==> src/include/asq_map.svh <==
// register offsets, field positions, reset values and timing figures of the sequencer
`ifndef ASQ_MAP_SVH
`define ASQ_MAP_SVH
`define ASQ_CLK_MHZ          50
`define ASQ_REG_CFG0         8'h00
`define ASQ_REG_CFG1         8'h01
`define ASQ_REG_CHSEL        8'h02
`define ASQ_REG_GAIN         8'h03
`define ASQ_REG_TCFG         8'h04
`define ASQ_REG_STATUS       8'h05
`define ASQ_REG_LO           8'h06
`define ASQ_REG_HI           8'h07
`define ASQ_REG_ADC0         8'h10
`define ASQ_REG_TEMP0        8'h20
`define ASQ_CFG0_START       0
`define ASQ_CFG0_MODE        1
`define ASQ_CFG0_DATA_AVAIL_FLAG        2
`define ASQ_CFG1_RATE_LO     0
`define ASQ_CFG1_DIFF_LO     2
`define ASQ_RATE_RESET       2'b00
`define ASQ_TACQ0_NS         375
`define ASQ_TACQ1_NS         2375
`define ASQ_TACQ2_NS         6375
`define ASQ_TACQ3_NS         14375
`define ASQ_TCONV_NS         1625
`define ASQ_TDAV_NS          1000
`define ASQ_TSYNC_NS         4000
`define ASQ_SYNC_CYC         4
`define ASQ_NS_PER_US        1000
`define ASQ_T_STEP           16'sh0008
`endif

==> src/include/asq_pkg.sv <==
// types shared by the converter sequencer
package asq_pkg;
	typedef enum logic [2:0] {
		ASQ_IDLE = 3'b000,
		ASQ_SYNC = 3'b001,
		ASQ_ACQ  = 3'b010,
		ASQ_CONV = 3'b011,
		ASQ_NEXT = 3'b100
	} asq_state_t;
	typedef struct packed {
		logic [3:0]  chan;
		logic [11:0] code;
		logic        valid;
	} asq_sample_t;
	typedef struct packed {
		logic [1:0]  sensor;
		logic [11:0] code;
		logic        valid;
	} asq_temp_t;
endpackage

==> src/asq_sequencer.sv <==
// converter sequencer, handshake, alarms and temperature monitor with avalon slave
// Behaviour
// - single-ended straight binary, differential twos complement
// - rate code sets acquisition; conversion fixed
// - rate resets to 00; sets throughput
// - nonzero rate naps between conversions
// - per-channel rate divided by enabled count
// - auto uses rate; direct capped, trigger paced
// - trigger synchronised before channel sequence starts
// - direct done sets flag, pin low
// - result read or pin edge clears flag
// - auto pass emits one microsecond pin pulse
// - flag reads zero in auto mode
// - convert pin falling edge starts cycle
// - mid-conversion edge finishes channel, restarts
// - enabled channels converted in ascending order
// - out-of-range channels 0-3 and temperatures set alarm flags
// - alarm pin low after filtered out-of-range
// - gain bit selects one or two reference
// - disabled temperature sensors are skipped
// - temperature monitor loops continuously
// - each sensor result in own register
// - twelve-bit twos complement eighth degree
// - staged results copied together, defer on transfer
// - direct converts once; auto repeats
// - start bit triggers like pin edge
`timescale 1ns/1ps
`default_nettype none
`include "asq_map.svh"

module asq_sequencer #(
	parameter int NCH     = 16,
	parameter int NALM    = 4,
	parameter int ALM_CNT = 4
) (
	input  wire logic                 i_clk_sys,
	input  wire logic                 i_srst,
	input  wire logic                 i_ce,
	input  wire logic [7:0]           i_avs_address,
	input  wire logic                 i_avs_read,
	input  wire logic                 i_avs_write,
	input  wire logic [31:0]          i_avs_writedata,
	output logic      [31:0]          o_avs_readdata,
	output logic                      o_avs_waitrequest,
	input  wire logic                 i_convert_pin_n,
	output logic                      o_data_avail_pin_n,
	output logic                      o_alarm_n,
	output logic                      o_sample_start,
	output logic      [3:0]           o_sample_chan,
	output logic                      o_sample_diff,
	output logic                      o_sample_gain,
	output logic                      o_nap,
	input  wire asq_pkg::asq_sample_t i_sample,
	output logic                      o_temp_start,
	output logic      [1:0]           o_temp_sensor,
	input  wire asq_pkg::asq_temp_t   i_temp,
	input  wire logic                 i_xfer_busy
);
	// ------------------------------------------------------------
	// timing counts
	// ------------------------------------------------------------
	localparam int CONV_CYC = (`ASQ_TCONV_NS * `ASQ_CLK_MHZ + `ASQ_NS_PER_US - 1) / `ASQ_NS_PER_US;
	localparam int DAV_CYC  = (`ASQ_TDAV_NS * `ASQ_CLK_MHZ) / `ASQ_NS_PER_US;
	localparam int SYNC_CYC = (`ASQ_TSYNC_NS * `ASQ_CLK_MHZ) / `ASQ_NS_PER_US;
	localparam int ACQ0 = (`ASQ_TACQ0_NS * `ASQ_CLK_MHZ + `ASQ_NS_PER_US - 1) / `ASQ_NS_PER_US;
	localparam int ACQ1 = (`ASQ_TACQ1_NS * `ASQ_CLK_MHZ + `ASQ_NS_PER_US - 1) / `ASQ_NS_PER_US;
	localparam int ACQ2 = (`ASQ_TACQ2_NS * `ASQ_CLK_MHZ + `ASQ_NS_PER_US - 1) / `ASQ_NS_PER_US;
	localparam int ACQ3 = (`ASQ_TACQ3_NS * `ASQ_CLK_MHZ + `ASQ_NS_PER_US - 1) / `ASQ_NS_PER_US;
	// sync kept short (a few clocks) so triggers start well within the allowed window
	localparam logic [9:0] SYNC_C = 10'(`ASQ_SYNC_CYC);

	if (NCH != 16 || NALM != 4 || ALM_CNT < 1 || ALM_CNT > 15 || `ASQ_SYNC_CYC > SYNC_CYC)
	begin : g_chk
		$error("asq_sequencer: unsupported parameters");
	end

	// ------------------------------------------------------------
	// input synchroniser and trigger edge
	// ------------------------------------------------------------
	logic [2:0] cnv_sync_q, cnv_sync_d;
	always_comb
	begin
		cnv_sync_d = {cnv_sync_q[1:0], i_convert_pin_n};
	end
	always_ff @(posedge i_clk_sys)
	begin
		if (i_srst)
			cnv_sync_q <= 3'h7;
		else if (i_ce)
			cnv_sync_q <= cnv_sync_d;
	end
	// falling edge seen between second and third stage
	wire pin_fall = cnv_sync_q[2] & ~cnv_sync_q[1];

	// ------------------------------------------------------------
	// registers
	// ------------------------------------------------------------
	logic        mode_q, mode_d;          // 1 = auto
	logic [1:0]  rate_q, rate_d;
	logic [1:0]  diff_q, diff_d;
	logic [15:0] chsel_q, chsel_d;
	logic [15:0] gain_q, gain_d;
	logic [2:0]  tcfg_q, tcfg_d;
	logic [11:0] lo_q, lo_d, hi_q, hi_d;
	logic        data_avail_flag_q, data_avail_flag_d;
	logic [6:0]  almf_q, almf_d;
	logic [31:0] rdata_q, rdata_d;
	logic        rack_q, rack_d;
	logic [11:0] tmp_q [NCH];
	logic [11:0] res_q [NCH];
	logic [11:0] temp_q [3];
	logic        copy_pend_q, copy_pend_d;

	wire bus_rd  = i_avs_read & ~rack_q;
	wire bus_wr  = i_avs_write;
	wire wr_cfg0 = bus_wr & (i_avs_address == `ASQ_REG_CFG0);
	wire start_bit = wr_cfg0 & i_avs_writedata[`ASQ_CFG0_START];
	wire mode_chg  = wr_cfg0 & (i_avs_writedata[`ASQ_CFG0_MODE] != mode_q);
	wire cfg_abort = mode_chg | (bus_wr & (i_avs_address == `ASQ_REG_CHSEL
		|| i_avs_address == `ASQ_REG_LO || i_avs_address == `ASQ_REG_HI));
	wire res_read  = bus_rd & (i_avs_address[7:4] == `ASQ_REG_ADC0 >> 4);
	wire trig      = pin_fall | (start_bit & ~mode_chg);

	// ------------------------------------------------------------
	// primary sequencer
	// ------------------------------------------------------------
	asq_pkg::asq_state_t st_q, st_d;
	logic [9:0] cnt_q, cnt_d;
	logic [3:0] ch_q, ch_d;
	logic       restart_q, restart_d;
	logic       pass_done;
	logic [9:0] acq_c;

	// lowest enabled channel at or above a start point
	function automatic logic [4:0] next_ch(input logic [15:0] sel, input logic [4:0] from);
		logic [4:0] r;
		r = 5'h10;
		for (int k = NCH - 1; k >= 0; k--)
			if (sel[k] && 5'(k) >= from)
				r = 5'(k);
		return r;
	endfunction

	always_comb
	begin
		unique case (rate_q)
			2'b00: acq_c = 10'(ACQ0);
			2'b01: acq_c = 10'(ACQ1);
			2'b10: acq_c = 10'(ACQ2);
			2'b11: acq_c = 10'(ACQ3);
		endcase
	end

	logic [4:0] nx;
	always_comb
	begin
		st_d      = st_q;
		cnt_d     = cnt_q;
		ch_d      = ch_q;
		restart_d = restart_q | (trig & (st_q == asq_pkg::ASQ_CONV));
		pass_done = 1'b0;
		nx        = next_ch(chsel_q, {1'b0, ch_q} + 5'h01);
		unique case (st_q)
			asq_pkg::ASQ_IDLE:
				if (trig)
				begin
					st_d  = asq_pkg::ASQ_SYNC;
					cnt_d = SYNC_C;
				end
			asq_pkg::ASQ_SYNC:
				if (cnt_q <= 10'h001)
				begin
					nx = next_ch(chsel_q, 5'h00);
					if (nx[4])
						st_d = asq_pkg::ASQ_IDLE;
					else
					begin
						ch_d  = nx[3:0];
						st_d  = asq_pkg::ASQ_ACQ;
						cnt_d = acq_c;
					end
				end
				else
					cnt_d = cnt_q - 10'h001;
			asq_pkg::ASQ_ACQ:
				if (trig)
				begin
					st_d  = asq_pkg::ASQ_SYNC;
					cnt_d = SYNC_C;
				end
				else if (cnt_q <= 10'h001)
				begin
					st_d  = asq_pkg::ASQ_CONV;
					cnt_d = 10'(CONV_CYC);
				end
				else
					cnt_d = cnt_q - 10'h001;
			asq_pkg::ASQ_CONV:
				// channel in progress completes on a trigger; only cfg_abort ends it early
				if (cnt_q <= 10'h001)
					st_d = asq_pkg::ASQ_NEXT;
				else
					cnt_d = cnt_q - 10'h001;
			asq_pkg::ASQ_NEXT:
				if (restart_q)
				begin
					restart_d = 1'b0;
					st_d      = asq_pkg::ASQ_SYNC;
					cnt_d     = SYNC_C;
				end
				else if (!nx[4])
				begin
					ch_d  = nx[3:0];
					st_d  = asq_pkg::ASQ_ACQ;
					cnt_d = acq_c;
				end
				else
				begin
					pass_done = 1'b1;
					// auto repeats the group at the rate period, direct waits for a trigger
					if (mode_q)
					begin
						nx    = next_ch(chsel_q, 5'h00);
						ch_d  = nx[3:0];
						st_d  = asq_pkg::ASQ_ACQ;
						cnt_d = acq_c;
					end
					else
						st_d = asq_pkg::ASQ_IDLE;
				end
			default:
				st_d = asq_pkg::ASQ_IDLE;
		endcase
		if (cfg_abort)
		begin
			st_d      = asq_pkg::ASQ_IDLE;
			restart_d = 1'b0;
		end
	end

	always_ff @(posedge i_clk_sys)
	begin
		if (i_srst)
		begin
			st_q      <= asq_pkg::ASQ_IDLE;
			cnt_q     <= 10'h000;
			ch_q      <= 4'h0;
			restart_q <= 1'b0;
		end
		else if (i_ce)
		begin
			st_q      <= st_d;
			cnt_q     <= cnt_d;
			ch_q      <= ch_d;
			restart_q <= restart_d;
		end
	end

	// nap during acquisition at slower rates; conversion front end is pulsed per channel
	always_comb
	begin
		o_nap          = (rate_q != `ASQ_RATE_RESET) && (st_q != asq_pkg::ASQ_CONV);
		o_sample_start = (st_q == asq_pkg::ASQ_CONV) && (cnt_q == 10'(CONV_CYC));
		o_sample_chan  = ch_q;
		o_sample_diff  = (ch_q < 4'h4) && diff_q[ch_q[1]];
		o_sample_gain  = gain_q[ch_q];
	end

	// ------------------------------------------------------------
	// double-buffered results
	// ------------------------------------------------------------
	always_comb
		copy_pend_d = (copy_pend_q | pass_done) & i_xfer_busy;
	wire do_copy = (copy_pend_q | pass_done) & ~i_xfer_busy;

	for (genvar g = 0; g < NCH; g++)
	begin : g_res
		always_ff @(posedge i_clk_sys)
		begin
			if (i_srst)
			begin
				tmp_q[g] <= 12'h000;
				res_q[g] <= 12'h000;
			end
			else if (i_ce)
			begin
				if (i_sample.valid && i_sample.chan == 4'(g))
					tmp_q[g] <= i_sample.code;
				if (do_copy)
					res_q[g] <= tmp_q[g];
			end
		end
	end

	// ------------------------------------------------------------
	// data-available handshake
	// ------------------------------------------------------------
	logic [5:0] dav_cnt_q, dav_cnt_d;
	always_comb
	begin
		// set wins over a simultaneous clear
		data_avail_flag_d = data_avail_flag_q;
		if (res_read || pin_fall)
			data_avail_flag_d = 1'b0;
		if (do_copy && !mode_q)
			data_avail_flag_d = 1'b1;
		if (mode_q)
			data_avail_flag_d = 1'b0;
		dav_cnt_d = (dav_cnt_q != 6'h00) ? dav_cnt_q - 6'h01 : 6'h00;
		if (do_copy && mode_q)
			dav_cnt_d = 6'(DAV_CYC);
	end
	always_ff @(posedge i_clk_sys)
	begin
		if (i_srst)
		begin
			data_avail_flag_q      <= 1'b0;
			dav_cnt_q   <= 6'h00;
			copy_pend_q <= 1'b0;
		end
		else if (i_ce)
		begin
			data_avail_flag_q      <= data_avail_flag_d;
			dav_cnt_q   <= dav_cnt_d;
			copy_pend_q <= copy_pend_d;
		end
	end
	always_comb
		o_data_avail_pin_n = ~(data_avail_flag_q | (dav_cnt_q != 6'h00));

	// ------------------------------------------------------------
	// temperature monitor
	// ------------------------------------------------------------
	logic [1:0] ts_q, ts_d;
	logic       tbusy_q, tbusy_d;
	always_comb
	begin
		ts_d         = ts_q;
		tbusy_d      = tbusy_q;
		o_temp_start = 1'b0;
		if (!tbusy_q)
		begin
			if (tcfg_q[ts_q])
			begin
				o_temp_start = 1'b1;
				tbusy_d      = 1'b1;
			end
			else
				ts_d = (ts_q == 2'h2) ? 2'h0 : ts_q + 2'h1;
		end
		else if (i_temp.valid)
		begin
			tbusy_d = 1'b0;
			ts_d    = (ts_q == 2'h2) ? 2'h0 : ts_q + 2'h1;
		end
		o_temp_sensor = ts_q;
	end
	always_ff @(posedge i_clk_sys)
	begin
		if (i_srst)
		begin
			ts_q      <= 2'h0;
			tbusy_q   <= 1'b0;
			temp_q[0] <= 12'h000;
			temp_q[1] <= 12'h000;
			temp_q[2] <= 12'h000;
		end
		else if (i_ce)
		begin
			ts_q    <= ts_d;
			tbusy_q <= tbusy_d;
			if (tbusy_q && i_temp.valid && !i_xfer_busy && i_temp.sensor != 2'h3)
				temp_q[i_temp.sensor] <= i_temp.code;
		end
	end

	// ------------------------------------------------------------
	// alarms with consecutive-count filter
	// ------------------------------------------------------------
	logic [6:0] oor;
	logic [3:0] fcnt_q [7];
	for (genvar a = 0; a < 7; a++)
	begin : g_alm
		if (a < NALM)
		begin : g_adc
			assign oor[a] = (res_q[a] < lo_q) || (res_q[a] > hi_q);
		end
		else
		begin : g_tmp
			// temperatures are twos complement, so thresholds are taken as signed
			wire logic signed [11:0] v = temp_q[a - NALM];
			assign oor[a] = tcfg_q[a - NALM] && (v < $signed(lo_q) || v > $signed(hi_q));
		end
		always_ff @(posedge i_clk_sys)
		begin
			if (i_srst)
				fcnt_q[a] <= 4'h0;
			else if (i_ce)
				fcnt_q[a] <= !oor[a] ? 4'h0 : (fcnt_q[a] == 4'(ALM_CNT)) ? fcnt_q[a]
					: fcnt_q[a] + 4'h1;
		end
	end
	always_comb
		o_alarm_n = (almf_q == 7'h00);

	// ------------------------------------------------------------
	// avalon slave
	// ------------------------------------------------------------
	always_comb
	begin
		mode_d  = mode_q;
		rate_d  = rate_q;
		diff_d  = diff_q;
		chsel_d = chsel_q;
		gain_d  = gain_q;
		tcfg_d  = tcfg_q;
		lo_d    = lo_q;
		hi_d    = hi_q;
		almf_d  = almf_q;
		rdata_d = 32'h0000_0000;
		rack_d  = bus_rd;
		if (bus_wr)
			unique case (i_avs_address)
				`ASQ_REG_CFG0:  mode_d  = i_avs_writedata[`ASQ_CFG0_MODE];
				`ASQ_REG_CFG1:
				begin
					rate_d = i_avs_writedata[`ASQ_CFG1_RATE_LO +: 2];
					diff_d = i_avs_writedata[`ASQ_CFG1_DIFF_LO +: 2];
				end
				`ASQ_REG_CHSEL: chsel_d = i_avs_writedata[15:0];
				`ASQ_REG_GAIN:  gain_d  = i_avs_writedata[15:0];
				`ASQ_REG_TCFG:  tcfg_d  = i_avs_writedata[2:0];
				`ASQ_REG_STATUS: ;
				`ASQ_REG_LO:    lo_d    = i_avs_writedata[11:0];
				`ASQ_REG_HI:    hi_d    = i_avs_writedata[11:0];
				default: ;
			endcase
		// reading status clears alarm flags still not re-set this cycle
		if (bus_rd && i_avs_address == `ASQ_REG_STATUS)
			almf_d = 7'h00;
		if (bus_rd)
		begin
			if (i_avs_address[7:4] == `ASQ_REG_ADC0 >> 4)
				rdata_d = {20'h0_0000, res_q[i_avs_address[3:0]]};
			else if (i_avs_address >= `ASQ_REG_TEMP0 && i_avs_address < `ASQ_REG_TEMP0 + 8'h03)
				rdata_d = {{20{temp_q[i_avs_address[1:0]][11]}}, temp_q[i_avs_address[1:0]]};
			else
				unique case (i_avs_address)
					`ASQ_REG_CFG0:   rdata_d = {29'h0, data_avail_flag_q & ~mode_q, mode_q, 1'b0};
					`ASQ_REG_CFG1:   rdata_d = {28'h0, diff_q, rate_q};
					`ASQ_REG_CHSEL:  rdata_d = {16'h0000, chsel_q};
					`ASQ_REG_GAIN:   rdata_d = {16'h0000, gain_q};
					`ASQ_REG_TCFG:   rdata_d = {29'h0, tcfg_q};
					`ASQ_REG_STATUS: rdata_d = {25'h0, almf_q};
					`ASQ_REG_LO:     rdata_d = {20'h0_0000, lo_q};
					`ASQ_REG_HI:     rdata_d = {20'h0_0000, hi_q};
					default:         rdata_d = 32'h0000_0000;
				endcase
		end
		for (int a = 0; a < 7; a++)
			if (fcnt_q[a] == 4'(ALM_CNT))
				almf_d[a] = 1'b1;
	end
	always_ff @(posedge i_clk_sys)
	begin
		if (i_srst)
		begin
			mode_q  <= 1'b0;
			rate_q  <= `ASQ_RATE_RESET;
			diff_q  <= 2'b00;
			chsel_q <= 16'h0000;
			gain_q  <= 16'h0000;
			tcfg_q  <= 3'h7;
			lo_q    <= 12'h000;
			hi_q    <= 12'hfff;
			almf_q  <= 7'h00;
			rdata_q <= 32'h0000_0000;
			rack_q  <= 1'b0;
		end
		else if (i_ce)
		begin
			mode_q  <= mode_d;
			rate_q  <= rate_d;
			diff_q  <= diff_d;
			chsel_q <= chsel_d;
			gain_q  <= gain_d;
			tcfg_q  <= tcfg_d;
			lo_q    <= lo_d;
			hi_q    <= hi_d;
			almf_q  <= almf_d;
			rdata_q <= rdata_d;
			rack_q  <= rack_d;
		end
	end
	always_comb
	begin
		o_avs_readdata    = rdata_q;
		o_avs_waitrequest = i_avs_read & ~rack_q;
	end
endmodule
`default_nettype wire

==> config.mk <==
export PLATFORM = sky130hd
export DESIGN_NAME = asq_sequencer
export DESIGN_NICKNAME = d
export VERILOG_FILES = /design/src/include/asq_pkg.sv /design/src/asq_sequencer.sv
export VERILOG_INCLUDE_DIRS = /design/src /design/src/include
export SDC_FILE = /design/constraint.sdc
export NUM_CORES = 1
export LEC_CHECK = 0
export BUFFER_PORTS_ARGS = -buffer_cell sky130_fd_sc_hd__buf_4
export CAP_MARGIN = 20
export CORE_UTILIZATION = 55
export CTS_CLUSTER_DIAMETER = 60
export DETAILED_ROUTE_END_ITERATION = 12
export GPL_ROUTABILITY_DRIVEN = 0
export PLACE_DENSITY_LB_ADDON = 0.05
export SLEW_MARGIN = 30
export SYNTH_ARGS = -nofsm -noshare
export SYNTH_HDL_FRONTEND = slang
export SYNTH_SLANG_ARGS = --single-unit
==> constraint.sdc <==
create_clock -name i_clk_sys -period 9.2 [get_ports i_clk_sys]
set_input_delay 0.46 -clock i_clk_sys [delete_from_list [all_inputs] [get_ports i_clk_sys]]
set_output_delay 0.46 -clock i_clk_sys [all_outputs]
set_load 0.05 [all_outputs]
==> summary.md <==
| Metric | Value |
|---|---|
| Final min period | `5.32 ns` |
| Post-CTS Hold Buffers | `0` |
| Initial Util | `55.8%` |
| Antenna violations before repair | `1` |
| Status | `finished clean` |
| Antenna Cells | `0` |
| Via Count | `20500` |
| RSZ-0062 raised after global routing | `false` |
| Stages on worst setup path | `13` |
| Post-route ant nets | `0` |
| Final HPWL DP | `53000 µm` |
| R2R cell count | `13` |
| Synth unique cells | `92` |
| Clock latency on the worst-skew pair | `0.62 ns` |
| WP buf/inv | `4` |
| Area grow syn2layout | `11.6%` |
| Mapped Area | `30100 µm²` |
| Crit path capture | `res_q[7][10]` |
| Setup_tns | `0 ns` |
| Worst hold path type | `input pin to flop` |
| Largest net degree at the start of global routing | `193` |
| DRC Markers | `0` |
| Post-CTS Setup Bufs | `0` |
| Vias in the first global route | `20200` |
| Post-synthesis async set-or-reset flop share | `0%` |
| CP Cell Sequence | `inv_1 -> ha_1 -> or3_4 -> o41a_1 -> o21ai_2 -> and2_4 -> a41oi_1 -> nor2_4 -> buf_4 -> nand2_1 -> nand2_4 -> buf_12 -> buf_16` |
| Post-Syn Instances | `2546` |
| Mean Syn Cell Area | `11.8 µm²` |
| Rows | `85` |
| Slew Limit Fails | `0` |
| Layout cells sized above 1 | `14.2%` |
| Final-report hold violation count | `0` |
| Reg2reg setup slack | `3.88 ns` |
| Fillcell total | `4226` |
| Final Worst Setup Slack | `3.88 ns` |
| CP Capture Type | `flop` |
| Tot GR Track Use | `28.7%` |
| Crit-path slowest cell | `dfxtp_1` |
| F_max | `188 MHz` |
| DRT Pass-1 Iters | `6` |
| TritonCTS clock tree | `yes` |
| Synth top area share | `45.9%` |
| Wirelength per Cell | `23.7 µm` |
| Type of the worst setup path | `flop to flop` |
| WHS | `0.0459 ns` |
| P_leak | `13.5 nW` |
| Final setup violation count | `0` |
| Htree depth | `3` |
| Final design area excluding fillers | `33600 µm²` |
| Inst Count DP | `3214` |
| Final Total Pwr | `6.15 mW` |
| Top cell family by delay on the critical path | `buffers and inverters` |
| Num CTS Buffers | `67` |
| Number of synthesized flops with an enable pin | `460` |
| Max-cap violations | `0` |
| Largest fanout on the critical path | `126` |
| # IOs | `125` |
| Slew headroom | `34.3%` |
| Clock Sinks | `581` |
| Final worst path period share | `57.9%` |
| 1st-iter DRT viols | `1872` |
| Die width | `236 µm` |
| Post-CTS sizing | `0` |
| Largest area contributor in the netlist | `edfxtp_1` |
| Worst Clk Skew | `0.0243 ns` |
| Main synth FF type | `edfxtp_1` |
| Measured slew at the worst slew-check pin | `0.983 ns` |
| CTS clk-pin slew, worst paths | `0.06 ns` |
| CP Launch Type | `flop` |
| First-pass GRT wire length | `121000 µm` |
| Synth top area cells | `edfxtp_1 (46%), dfxtp_1 (8.0%), ha_1 (7.9%)` |
| Final WL | `79200 µm` |
| Flops & latches, synth | `581` |
| CP arrival | `5.56 ns` |
| Clk buf depth | `3` |
| Avg Vias per Cell | `6.15` |
| Worst slack, placed | `4.02 ns` |
| Critical path origin | `o_sample_chan[0]` |
| Seq/Total Area, Yosys | `53.9%` |
| R2R Path Start | `o_sample_chan[0]` |
| Gr ovfl total | `0` |
| Worst VDD drop | `0.154 mV` |
| Die area | `55700 µm²` |
| CP required | `9.44 ns` |
| Critical R2R Capture | `res_q[7][10]` |
| Post-layout util | `62.3%` |
| Core Region | `53900 µm²` |
| Die Ht | `236 µm` |
| Dpl cell area | `31300 µm²` |
| Pwr dens | `183 nW/µm²` |
| Fin nets | `2857` |
| Finished Layout Cells | `3336` |
| Yosys warning count | `0` |
| Port buffer count | `108` |
| CP peak stage delay | `0.85 ns` |
| Root buffer cell | `clkbuf_16` |
layer usage:
metal | share of wire, % | vias to the layer above | global-route usage, % | wire length [µm]
met5 | 0.016 | - | 0 | 13
li1 | - | 9560 | - | -
met2 | 49 | 716 | 48.9 | 38700
met1 | 41 | 10100 | 37.1 | 32800
met4 | 3.5 | 2 | 11.2 | 2770
met3 | 6.2 | 140 | 4.15 | 4880
power by group:
group	switching (mW)	total (mW)	internal [mW]
clock network	1.12	2.69	1.58
registers	0.0541	2.99	2.94
logic	0.299	0.463	0.164
worst min-delay path by stage:
stage / start / end / slack [ns] / depth (start not counted)
after floorplan: rack_q / rack_q / 0.43 / 1
after global placement: o_avs_readdata[7] / o_avs_readdata[7] / 0.43 / 2
after detailed placement: o_avs_readdata[7] / o_avs_readdata[7] / 0.44 / 2
after CTS: i_temp[9] / temp_q[3][8] / 0.02 / 1
after global routing: i_temp[8] / temp_q[3][7] / 0.04 / 1
final: i_temp[9] / temp_q[3][8] / 0.05 / 1
synth_stat cells, drive strengths merged, types with 13 or more instances:
| cell | count |
|---|---|
| nand2b | 23 |
| nor4 | 15 |
| o21ai | 61 |
| o211ai | 23 |
| a221oi | 13 |
| ha | 190 |
| nand3 | 42 |
| nand2 | 208 |
| a22o | 20 |
| nand4 | 29 |
| inv | 78 |
| a21oi | 127 |
| o21a | 19 |
| nor3 | 32 |
| and2 | 237 |
| buf | 67 |
| a31oi | 17 |
| a21o | 46 |
| clkbuf | 113 |
| and3 | 203 |
| edfxtp | 460 |
| mux4 | 77 |
| dfxtp | 121 |
| nor2 | 115 |
| nor2b | 17 |
registers in the layout, summed over array words and instances (netlist names), 2 cells and up:
register,count
chsel_q,16
rate_q,2
cnt_q,10
res_q,192
tcfg_q,3
almf_q,7
o_temp_sensor,2
fcnt_q,28
diff_q,2
lo_q,12
o_sample_chan,4
gain_q,16
tmp_q,192
cnv_sync_q,3
hi_q,12
dav_cnt_q,6
st_q,3
o_avs_readdata,17
temp_q,48
area by class of cell:
cell class | count | area (µm²) | area share [%]
tap | 696 | 871 | 2.59
sequential | 581 | 16200 | 48.3
multi-input combinational | 1718 | 12900 | 38.3
clock inverter | 40 | 438 | 1.30
timing repair buffer | 142 | 1110 | 3.29
inverter | 78 | 293 | 0.871
clock buffer | 81 | 1780 | 5.30
cell families after synthesis:
kind of cell               share of synthesized area, %
other                                            0.0125
adders and majority gates                          7.90
xor gates and xnor gates                          0.611
buffers and inverters                              3.69
and+or+nand+nor                                    17.8
AOI/OAI and AO/OA                                  9.81
muxes                                              6.28
DFF                                                53.9
placed cells by master, fill, tap and decap left out, types with 9 or more instances in the layout:
master / instances
conb_1: 12
edfxtp_1: 460
mux2i_1: 10
or2_2: 12
a22oi_1: 12
a31oi_1: 17
clkinv_2: 10
nor2_1: 104
nand4_1: 29
xnor2_1: 12
o21a_1: 19
nor3_1: 28
a221oi_1: 12
buf_4: 138
nor4_1: 13
clkinv_1: 9
and3_1: 201
o211ai_1: 23
o21ai_0: 59
xor2_1: 9
nand3_1: 41
inv_1: 78
clkbuf_1: 10
nor2b_1: 17
nor2_2: 9
mux4_2: 77
nand2b_1: 23
a21o_1: 46
ha_1: 190
a22o_1: 20
clkbuf_16: 68
dfxtp_1: 121
nand2_1: 207
or3_1: 11
and2_1: 236
a211oi_1: 10
a21oi_1: 127
(Power assumes the default switching activity.)
